[src/shared/tcct_pkg.sv]
// shared constants of the type-c cc timing core
package tcct_pkg;
    localparam int CLK_HZ         = 50_000_000;
    localparam int CLK_PER_MS     = CLK_HZ / 1000;
    // timebase tick every millisecond
    localparam int TICK_CYCLES    = CLK_PER_MS;
    // debounce and dwell targets in ms, chosen inside the legal windows
    localparam int DEB_MS         = 15;   // 10..20 ms windows
    localparam int RECOVERY_MS    = 50;   // 25..100 ms
    localparam int TRY_MS         = 100;  // 75..150 ms
    localparam int TRY_TIMEOUT_MS = 800;  // 550..1100 ms
    localparam int ENABLE_MS      = 90;   // below 100 ms
    // vbus valid rise debounce in us, 250..500 us
    localparam int VBUS_RISE_US   = 375;
    // scaled through clocks per ms so the product stays inside an int
    localparam int VBUS_RISE_CYC  = (VBUS_RISE_US * CLK_PER_MS) / 1000;
    localparam int ATTACH_DEB_RST = 150;  // default attach debounce, ms
    localparam int TOGGLE_PER_RST = 100;  // default toggle period, ms
    localparam logic [1:0] RATIO_RST = 2'h0;
    // register map, word offsets
    localparam logic [3:0] A_CTRL   = 4'h0;
    localparam logic [3:0] A_ATTDEB = 4'h1;
    localparam logic [3:0] A_TOGPER = 4'h2;
    localparam logic [3:0] A_STATUS = 4'h3;
    localparam logic [3:0] A_IRQ    = 4'h4;
    localparam logic [3:0] A_MASK   = 4'h5;
    localparam int NEV = 6;
    typedef enum logic [5:0] {
        ST_UNATT_SNK = 6'b00_0001,
        ST_UNATT_SRC = 6'b00_0010,
        ST_ATTACHED  = 6'b00_0100,
        ST_TRY       = 6'b00_1000,
        ST_TRY_WAIT  = 6'b01_0000,
        ST_RECOVERY  = 6'b10_0000
    } tcct_state_type;
endpackage

[src/hdl/tcct_core.sv]
// timing core of a type-c configuration channel port controller
`timescale 1ns/1ns
module tcct_core #(
    parameter int TICK_CYCLES = tcct_pkg::TICK_CYCLES,  // clocks per ms tick
    parameter int RISE_CYCLES = tcct_pkg::VBUS_RISE_CYC // vbus rise debounce
) (
    input  wire logic       clock,          // 50 mhz clock
    input  wire logic       rst,            // synchronous reset, high
    input  wire logic       enable_n,       // device enable, low active
    input  wire logic       cc_attach_raw,  // analog partner present
    input  wire logic [1:0] rp_level_raw,   // sensed source pull-up level
    input  wire logic       weak_batt_raw,  // supply below weak threshold
    input  wire logic       vbus_sense_input, // vbus above threshold
    input  wire logic       try_enable,     // use try.src/snk on attach
    input  wire logic       role_change,    // pulse: port role changed
    input  wire logic [3:0] reg_addr,       // register word address
    input  wire logic [15:0] reg_wdata,     // write data
    input  wire logic       reg_wr,         // write strobe
    input  wire logic       reg_rd,         // read strobe
    output logic [15:0]     reg_rdata,      // read data, cycle after rd
    output logic            host_ready,     // i2c configuration available
    output logic            source_role,    // presenting rp when high
    output logic            attached,       // partner attached
    output logic [1:0]      rp_level,       // debounced pull-up level
    output logic            vbus_valid_flag, // debounced vbus valid
    output logic            weak_battery_sink_mode, // auto sink active
    output logic            irq             // level interrupt
);
    localparam int NEV_W = tcct_pkg::NEV;
    logic [15:0] tick_cnt;
    logic        tick;
    tcct_pkg::tcct_state_type state;
    logic [10:0] st_ms;           // ms spent in current state
    logic [15:0] deb_ms;          // cc debounce counter
    logic [15:0] togper;
    logic [15:0] attdeb;
    logic [1:0]  toggle_ratio_select;
    logic        recovery_request_bit;
    logic        weak_en;
    logic        en_seen;
    logic [6:0]  en_ms;
    logic [4:0]  rp_ms;
    logic [4:0]  wb_ms;
    logic [4:0]  vf_ms;
    logic [15:0] vr_cyc;
    logic [15:0] snk_dwell;
    logic [NEV_W-1:0] irq_stat;
    logic [NEV_W-1:0] irq_mask;
    logic [NEV_W-1:0] ev;
    logic        was_attached;
    logic        was_vbus;

    // single timebase shared by every ms timer
    always_ff @(posedge clock) begin
        if (rst || tick) begin
            tick_cnt <= 16'h0000;
        end else begin
            tick_cnt <= tick_cnt + 16'h0001;
        end
    end
    assign tick = (tick_cnt == 16'(TICK_CYCLES - 1));

    // enable gating of host access
    always_ff @(posedge clock) begin
        if (rst || enable_n) begin
            en_ms      <= 7'h00;
            host_ready <= 1'b0;
        end else if (tick && !host_ready) begin
            en_ms <= en_ms + 7'h01;
            if (en_ms == 7'(tcct_pkg::ENABLE_MS - 1)) begin
                host_ready <= 1'b1;
            end
        end
    end

    // sink dwell = period * percent / 100, per ratio select
    always_comb begin
        case (toggle_ratio_select)
            2'h0:    snk_dwell = 16'((32'(togper) * 70) / 100);
            2'h1:    snk_dwell = 16'((32'(togper) * 60) / 100);
            2'h2:    snk_dwell = 16'((32'(togper) * 50) / 100);
            default: snk_dwell = 16'((32'(togper) * 40) / 100);
        endcase
    end

    // main port state machine; state changes take effect in one cycle
    always_ff @(posedge clock) begin
        if (rst || enable_n) begin
            state  <= tcct_pkg::ST_UNATT_SNK;
            st_ms  <= 11'h000;
            deb_ms <= 16'h0000;
        end else if (recovery_request_bit || role_change) begin
            state  <= tcct_pkg::ST_RECOVERY;
            st_ms  <= 11'h000;
            deb_ms <= 16'h0000;
        end else begin
            if (tick) begin
                st_ms <= st_ms + 11'h001;
            end
            case (state)
                tcct_pkg::ST_UNATT_SNK, tcct_pkg::ST_UNATT_SRC: begin
                    // debounce restarts whenever the partner vanishes
                    if (!cc_attach_raw) begin
                        deb_ms <= 16'h0000;
                    end else if (tick) begin
                        deb_ms <= deb_ms + 16'h0001;
                    end
                    if (cc_attach_raw && deb_ms >= attdeb) begin
                        state  <= try_enable ? tcct_pkg::ST_TRY
                                             : tcct_pkg::ST_ATTACHED;
                        st_ms  <= 11'h000;
                        deb_ms <= 16'h0000;
                    end else if (state == tcct_pkg::ST_UNATT_SNK &&
                                 16'(st_ms) >= snk_dwell) begin
                        state <= tcct_pkg::ST_UNATT_SRC;
                        st_ms <= 11'h000;
                    end else if (state == tcct_pkg::ST_UNATT_SRC &&
                                 16'(st_ms) >= togper - snk_dwell) begin
                        state <= tcct_pkg::ST_UNATT_SNK;
                        st_ms <= 11'h000;
                    end
                end
                tcct_pkg::ST_ATTACHED: begin
                    // same window serves sink detach and source open
                    if (cc_attach_raw) begin
                        deb_ms <= 16'h0000;
                    end else if (tick) begin
                        deb_ms <= deb_ms + 16'h0001;
                    end
                    if (!cc_attach_raw &&
                        deb_ms >= 16'(tcct_pkg::DEB_MS)) begin
                        state  <= tcct_pkg::ST_UNATT_SNK;
                        st_ms  <= 11'h000;
                        deb_ms <= 16'h0000;
                    end
                end
                tcct_pkg::ST_TRY: begin
                    if (st_ms >= 11'(tcct_pkg::TRY_MS)) begin
                        state  <= tcct_pkg::ST_TRY_WAIT;
                        st_ms  <= 11'h000;
                        deb_ms <= 16'h0000;
                    end
                end
                tcct_pkg::ST_TRY_WAIT: begin
                    if (!cc_attach_raw) begin
                        deb_ms <= 16'h0000;
                    end else if (tick) begin
                        deb_ms <= deb_ms + 16'h0001;
                    end
                    if (cc_attach_raw &&
                        deb_ms >= 16'(tcct_pkg::DEB_MS)) begin
                        state <= tcct_pkg::ST_ATTACHED;
                        st_ms <= 11'h000;
                        deb_ms <= 16'h0000;
                    end else if (st_ms >= 11'(tcct_pkg::TRY_TIMEOUT_MS))
                    begin
                        state <= tcct_pkg::ST_UNATT_SNK;
                        st_ms <= 11'h000;
                    end
                end
                tcct_pkg::ST_RECOVERY: begin
                    if (st_ms >= 11'(tcct_pkg::RECOVERY_MS)) begin
                        state <= tcct_pkg::ST_UNATT_SNK;
                        st_ms <= 11'h000;
                    end
                end
                default: begin
                    state <= tcct_pkg::ST_UNATT_SNK;
                    st_ms <= 11'h000;
                end
            endcase
        end
    end
    assign source_role = (state == tcct_pkg::ST_UNATT_SRC);
    assign attached    = (state == tcct_pkg::ST_ATTACHED);

    // pull-up level change must hold before it is reported
    always_ff @(posedge clock) begin
        if (rst) begin
            rp_level <= 2'h0;
            rp_ms    <= 5'h00;
        end else if (rp_level_raw == rp_level) begin
            rp_ms <= 5'h00;
        end else if (tick) begin
            rp_ms <= rp_ms + 5'h01;
            if (rp_ms == 5'(tcct_pkg::DEB_MS - 1)) begin
                rp_level <= rp_level_raw;
                rp_ms    <= 5'h00;
            end
        end
    end

    // weak battery auto sink, symmetric debounce
    always_ff @(posedge clock) begin
        if (rst || !weak_en) begin
            weak_battery_sink_mode <= 1'b0;
            wb_ms                  <= 5'h00;
        end else if (weak_batt_raw == weak_battery_sink_mode) begin
            wb_ms <= 5'h00;
        end else if (tick) begin
            wb_ms <= wb_ms + 5'h01;
            if (wb_ms == 5'(tcct_pkg::DEB_MS - 1)) begin
                weak_battery_sink_mode <= weak_batt_raw;
                wb_ms                  <= 5'h00;
            end
        end
    end

    // vbus valid: fast rise in cycles, slow fall in ms
    always_ff @(posedge clock) begin
        if (rst || vbus_sense_input == vbus_valid_flag) begin
            vr_cyc <= 16'h0000;
            vf_ms  <= 5'h00;
            if (rst) begin
                vbus_valid_flag <= 1'b0;
            end
        end else if (vbus_sense_input) begin
            vr_cyc <= vr_cyc + 16'h0001;
            if (vr_cyc == 16'(RISE_CYCLES - 1)) begin
                vbus_valid_flag <= 1'b1;
            end
        end else if (tick) begin
            vf_ms <= vf_ms + 5'h01;
            if (vf_ms == 5'(tcct_pkg::DEB_MS - 1)) begin
                vbus_valid_flag <= 1'b0;
            end
        end
    end

    // event edges, plus the weak mode and recovery levels, for the interrupt status
    always_ff @(posedge clock) begin
        if (rst) begin
            was_attached <= 1'b0;
            was_vbus     <= 1'b0;
        end else begin
            was_attached <= attached;
            was_vbus     <= vbus_valid_flag;
        end
    end
    assign ev = {state == tcct_pkg::ST_RECOVERY,
                 weak_battery_sink_mode,
                 vbus_valid_flag != was_vbus,
                 rp_ms == 5'(tcct_pkg::DEB_MS - 1) && tick,
                 !attached && was_attached,
                 attached && !was_attached};

    // configuration registers
    always_ff @(posedge clock) begin
        if (rst) begin
            toggle_ratio_select  <= tcct_pkg::RATIO_RST;
            recovery_request_bit <= 1'b0;
            weak_en              <= 1'b0;
            attdeb               <= 16'(tcct_pkg::ATTACH_DEB_RST);
            togper               <= 16'(tcct_pkg::TOGGLE_PER_RST);
            irq_mask             <= '0;
        end else begin
            // request bit is self-clearing after one cycle
            recovery_request_bit <= 1'b0;
            if (reg_wr && host_ready) begin
                case (reg_addr)
                    tcct_pkg::A_CTRL: begin
                        toggle_ratio_select  <= reg_wdata[1:0];
                        weak_en              <= reg_wdata[2];
                        recovery_request_bit <= reg_wdata[3];
                    end
                    tcct_pkg::A_ATTDEB: attdeb   <= reg_wdata;
                    tcct_pkg::A_TOGPER: togper   <= reg_wdata;
                    tcct_pkg::A_MASK:   irq_mask <= reg_wdata[NEV_W-1:0];
                    default: ;
                endcase
            end
        end
    end

    // sticky status, write one to clear; a new event wins
    always_ff @(posedge clock) begin
        if (rst) begin
            irq_stat <= '0;
        end else if (reg_wr && host_ready && reg_addr == tcct_pkg::A_IRQ)
        begin
            irq_stat <= (irq_stat & ~reg_wdata[NEV_W-1:0]) | ev;
        end else begin
            irq_stat <= irq_stat | ev;
        end
    end
    assign irq = |(irq_stat & irq_mask);

    always_ff @(posedge clock) begin
        if (rst || !reg_rd || !host_ready) begin
            reg_rdata <= 16'h0000;
        end else begin
            case (reg_addr)
                tcct_pkg::A_CTRL:
                    reg_rdata <= {13'h0000, weak_en, toggle_ratio_select};
                tcct_pkg::A_ATTDEB: reg_rdata <= attdeb;
                tcct_pkg::A_TOGPER: reg_rdata <= togper;
                tcct_pkg::A_STATUS:
                    reg_rdata <= {4'h0, rp_level, vbus_valid_flag,
                                  weak_battery_sink_mode, 2'h0, state};
                tcct_pkg::A_IRQ:
                    reg_rdata <= {{(16-NEV_W){1'b0}}, irq_stat};
                tcct_pkg::A_MASK:
                    reg_rdata <= {{(16-NEV_W){1'b0}}, irq_mask};
                default: reg_rdata <= 16'h0000;
            endcase
        end
    end
endmodule

[config.mk]
export PLATFORM = sky130hd
export DESIGN_NAME = tcct_core
export DESIGN_NICKNAME = d
export VERILOG_FILES = /design/src/shared/tcct_pkg.sv /design/src/hdl/tcct_core.sv
export SDC_FILE = /design/constraint.sdc
export NUM_CORES = 1
export LEC_CHECK = 0
export ABC_AREA = 1
export BUFFER_PORTS_ARGS = -buffer_cell sky130_fd_sc_hd__buf_4
export CAP_MARGIN = 20
export CORE_AREA = 2 2 168 170
export CTS_CLUSTER_DIAMETER = 50
export DETAILED_ROUTE_END_ITERATION = 12
export DIE_AREA = 0 0 170 172
export GPL_ROUTABILITY_DRIVEN = 0
export MAX_ROUTING_LAYER = met4
export PLACE_DENSITY = 0.82
export SETUP_SLACK_MARGIN = 0.15
export SLEW_MARGIN = 20
export SYNTH_ARGS = -nofsm -noshare
export SYNTH_HDL_FRONTEND = slang
export SYNTH_SLANG_ARGS = --single-unit
[constraint.sdc]
create_clock -name clock -period 30.7 [get_ports clock]
set_input_delay 6.14 -clock clock [delete_from_list [all_inputs] [get_ports clock]]
set_output_delay 6.14 -clock clock [all_outputs]
set_load 0.01 [all_outputs]
# Yosys cells after proc, flatten, opt, wreduce, memory -nomap -nowiden
# Cells that the tools add are included.
# W data, S select, Z words.
# word_totals
reg_bits	158
out_inout_bits	24
wordCells	179
# op_classes
add_sub_neg	9
n_mul	4
n_div	4
n_lt_le_gt_ge	7
n_eq_ne	34
n_mux	40
n_bitwise	10
n_reduce_logical	47
# op_table
op	count
$mux W16	7
$mux W11	9
$div A22 B7 Y32 const B	3
$pmux W16 S6	1
$pmux W16 S4	1
$mux W6	10
$pmux W11 S5	1
$add A16 B1 Y16 const B	3
$pmux W16 S3	1
$div A23 B7 Y32 const B	1
$ge A11 B16 Y1	2
$pmux W6 S5	1
$mul A16 B6 Y22 const B	1
$mul A16 B5 Y21 const B	1
$mul A16 B4 Y20 const B	1
$mul A16 B3 Y19 const B	1
$eq A16 B15 Y1 const B	1
$eq A16 B16 Y1 const B	1
$ge A16 B16 Y1	1
$ge A16 B4 Y1 const B	1
$sub A16 B16 Y16	1
$add A5 B1 Y5 const B	3
$eq A5 B4 Y1 const B	3
$reduce_and A2 Y1	7
other kinds (45)	93

# Logic depth before layout (Yosys ltp)
# logic_depth
word_depth	11
depth_mapped	130
ltp_nobuf	130

# Worst setup path after synthesis
# Ideal clock, no wire load.
# synth_timing
kind	register to register
from	register togper[14]
to	register st_ms[1]
setup_time_ns	0.086
t_arrival_ns	12.616
required_ns	30.614
path_slack_ns	17.998
stages_incl_launch_ff	114
n_path_buf	1
synth_period_minus_slack_ns	12.702
cell_sequence	dfxtp_1 -> inv_1 -> ha_1 -> inv_1 -> ha_1 -> inv_1 -> fa_1 -> inv_1 -> ha_1 -> nand2_1 -> nor2_1 -> and3_1 -> nand2_1 -> nand2_1 -> nand2_1 -> nand3_1 -> nand4_2 -> inv_1 -> [78 not listed] -> a21o_1 -> a21oi_1 -> nor2_1 -> nor2_1 -> o21bai_1 -> a21oi_1 -> o21bai_1 -> a21oi_1 -> nor2_1 -> nor2_1 -> xnor2_1 -> nor3b_1 -> o211ai_1 -> nor2_1 -> o21ai_1 -> o211ai_1 -> clkbuf_1 -> a211oi_1
# synth_between
elab_chain_len	10
# synth_rtl
item	line_no	rtl
from (decl)	tcct_core.sv:35	logic [15:0] togper;
from (signal assigned)	tcct_core.sv:254	togper <= 16'(tcct_pkg::TOGGLE_PER_RST);
from (signal assigned)	tcct_core.sv:267	tcct_pkg::A_TOGPER: togper <= reg_wdata;
$mul A16 B6 Y22 (tied with other cells)	tcct_core.sv:79	2'h0: snk_dwell = 16'((32'(togper) * 70) / 100);
$div A23 B7 Y32 (tied with other cells)	tcct_core.sv:79	
$pmux W16 S3	tcct_core.sv:78	case (toggle_ratio_select)
$sub A16 B16 Y16	tcct_core.sv:118	16'(st_ms) >= togper - snk_dwell) begin
$ge A11 B16 Y1	tcct_core.sv:118	
$logic_and A1 B1 Y1	tcct_core.sv:117	end else if (state == tcct_pkg::ST_UNATT_SRC &&
$mux W11	tcct_core.sv:117	
$mux W11 *	tcct_core.sv:113	end else if (state == tcct_pkg::ST_UNATT_SNK &&
$mux W11 *	tcct_core.sv:108	if (cc_attach_raw && deb_ms >= attdeb) begin
$pmux W11 S5 *	tcct_core.sv:100	case (state)
to (signal assigned)	tcct_core.sv:98	st_ms <= st_ms + 11'h001;
to (decl)	tcct_core.sv:33	logic [10:0] st_ms;
# Every way passes the cells marked *; elsewhere a longest branch is shown, timed or not.
# A chain may end at the register's enable or synchronous reset.

# Worst setup path in the final report
# layout_timing
from	register togper[14]
to	register st_ms[0]
# Same word-level chain as after synthesis.

==> results by group <==
CTS
  – Clock slew seen by the registers of the worst setup and hold paths: ~70 ps
  – Bufs on Longest Clock Path: 2
  – CTS buffer count: 17
  – Clk sink count: about 160
  – H-tree Lvls: 4
  – Clk Latency, worst-skew pair: around 440 ps
  – CTS Hold Bufs: 0
  – Root Buffer: clkbuf_16
  – Resized Gates After CTS: 0
  – CTS tree: built
  – # Post-CTS Setup Buffers: 0

Critical path
  – Slowest stage cell, crit path: dfxtp_1
  – Startpoint Class: register
  – Worst path max stage delay: around 810 ps
  – CP required: slightly above 30000 ps
  – CP dominant cell by count: nand2_1
  – Reg2Reg Setup Slack: 15260 ps
  – Peak fanout along the critical path: 12
  – Critical path arrival: 15780 ps
  – Crit Path Class: reg -> reg
  – CP endpoint kind: register

Detailed routing
  – Avg Vias per Cell: between 5 and 6
  – Post-route DRC: 0
  – Drt wl/cell: between 15 and 20 um
  – WL final: around 47 mm
  – DR iter-0 viols: between 1000 and 1500
  – Antenna Violating Nets Remaining: 0
  – TritonRoute pass-1 iters: 6
  – Vias: 17900

STA
  – Setup_tns: 0 ps
  – Setup ws final: about 15000 ps
  – Final Max Slew Viols: 0
  – Fin. Hold Viols: 0
  – Relative slew slack: 39.9%
  – Crit share post-route: between 50% and 60%
  – Tmin final: roughly 15000 ps
  – FMAX: 64.8 MHz
  – Worst-margin pin slew: between 800 and 900 ps
  – Final Skew: ~13 ps
  – Final number of setup-violating endpoints: 0
  – Unrepaired setup endpoints after global routing: false

Final layout
  – Antenna diodes: 0
  – Area grow syn2layout: 8.01%
  – Area of the multi-input gates: 0.0122 sq mm
  – Sequential cell area: 0.00317 sq mm
  – Final #Nets: between 3000 and 4000
  – Share of cells above drive strength 1: under 10%
  – Fillers: 2387
  – Layout Utilization: 68.9%
  – Cell Count, Final, Fillers Out: around 3100

GRT
  – Gr ovfl total: 0
  – Initial antenna violation count: 0
  – Global Route Usage Sum: between 30% and 40%
  – Vias in the first global route: 16900
  – Largest net degree at the start of global routing: 37
  – First-pass GRT wire length: between 70 and 80 mm

Floorplan
  – Die footprint: about 0.029 sq mm
  – Initial core utilization: roughly 64%
  – Chip height: ~170 um
  – Core ar.: between 0.02 and 0.03 sq mm
  – Cell Rows: about 60
  – IO Count: 56
  – Chip width: 170 um

Power and ir drop
  – Worst IR Drop VDD: between 0.05 and 0.06 mV
  – Power Total: 0.000441 W
  – Pwr Density: 23.3 mW/mm^2
  – Leakage power: between 9 and 10 nW

Synth
  – Yosys top cell by area: dfxtp_1
  – Ys Warns: 0
  – Sequential cell area fraction in the yosys report: a little under a fifth
  – Yosys cell types: 53
  – Cell Area, Synth: between 0.015 and 0.02 sq mm
  – Syn Area/Cell: between 6 and 7 sq um
  – Ys flop type: dfxtp_1
  – Synth Instances: 2703
  – Post-synth EDFFs: 1
  – Ranking of synthesized cells by area: dfxtp_1, ha_1, nand2_1
  – Post-synth top area share: between 15 and 20%
  – Number of synthesized register bits: 158
  – Syn nets: 2987
  – Asr flop ratio synth: 0%

Place
  – Port bufs: 55
  – Dpl ws: 15490 ps
  – Placed cells: between 3000 and 4000
  – Detail Placement HPWL: roughly 38 mm

Run
  – Max Cap Violations: 0

Worst hold path
  – Worst min path class: reg -> reg

Status
  – Outcome: completed
## path summary, 6_finish.rpt
check	from	to	depth (start not counted)
hold / removal	tick_cnt[0]	tick_cnt[0]	1
setup / recovery	togper[14]	st_ms[0]	110
hold reg to reg	tick_cnt[0]	tick_cnt[0]	1
setup reg to reg	togper[14]	st_ms[0]	110
## per-stage QoR
| stage | hold slack (ps) | instance area (sq um) |
|---|---|---|
| 3_3_place_gp | 432 | 18300 |
| 2_1_floorplan | 423 | 17500 |
| 4_1_cts | 466 | 18900 |
| 5_1_grt | 499 | 18900 |
| 3_5_place_dp | 456 | 18300 |
| 6_report | 470 | 18900 |
## registers in the layout, indices dropped and copies added, names as in the netlist, 2 cells and up
signal,cells
togper,16
reg_rdata,16
rp_level,2
tick_cnt,16
toggle_ratio_select,2
st_ms,11
vf_ms,5
irq_mask,6
en_ms,7
attdeb,16
rp_ms,5
irq_stat,6
state,6
vr_cyc,16
deb_ms,16
wb_ms,5
## cells in the mapped netlist (all sizes together), types with 6 or more instances
cell type  number
nand2         695
inv           534
a21oi         208
ha            198
nand3         186
nor2          179
dfxtp         157
o21ai         147
fa             54
nand4          54
nor3           41
xor2           33
or2            26
clkbuf         20
nor4           18
o22ai          17
a31oi          14
xnor2          14
nand3b         12
o21bai         12
nor3b          10
o211ai         10
a211oi          8
a31o            7
and3            6
clkinv          6
o21a            6
## cells by family after synthesis
group	count (synthesis)	synth area share [%]
buffers and inverters	563	12.1
flip-flops	158	18.1
adder cells (fa/ha/maj)	252	20.3
XOR/XNOR	47	2.35
AND/OR/NAND/NOR	1230	32.8
AO/OA/AOI/OAI	453	14.3
## power by group
part	switching (W)	internal [W]	leakage (nW)
combinational	0.0000145	0.00000741	8.34
clock	0.0000903	0.000121	0.274
sequential	0.00000153	0.000207	1.28
## metal layers
metal	routed length (um)	GRT usage, %
met2	22400	57.7
met3	3170	4.26
met4	1850	14.6
met5	0	-
met1	19800	40.1
## cells in the final DEF (no fill, tap or decap), types with 10 or more instances in the layout
master	Yosys	routed
nand2_1	625	625
inv_1	489	489
a21oi_1	208	208
ha_1	198	198
nand3_1	182	182
nor2_1	161	161
dfxtp_1	157	157
o21ai_0	129	129
buf_4	0	63
fa_1	54	54
nand2_2	49	49
inv_2	44	44
nor3_1	41	41
nand4_1	41	41
xor2_1	33	33
or2_2	24	24
nand2_4	21	21
nor4_1	18	18
o21ai_1	17	17
o22ai_1	17	17
clkbuf_16	0	17
xnor2_1	14	14
a31oi_1	13	13
o21bai_1	12	12
nand3b_1	11	11
nand4_2	11	11
o211ai_1	10	10
nor3b_1	10	10
## worst max-delay path, delay by kind of cell, from the launching register on
family	cells	cell delay (ps)
and+or+nand+nor	82	8530
AOI/OAI and AO/OA	15	2950
DFF	1	810
adders and majority gates	6	2180
buffers and inverters	6	720
xor gates and xnor gates	1	140
## area by class of cell
class                           instances  share of cell area (%)
Clock buffer                           18                    2.27
Clock inverter                         14                   0.827
Inverter                              540                    10.7
Multi-Input combinational cell       1982                    64.6
Sequential cell                       158                    16.8
Tap cell                              346                    2.29
Timing Repair Buffer                   63                    2.50
Power figures use the tool's default switching activity.
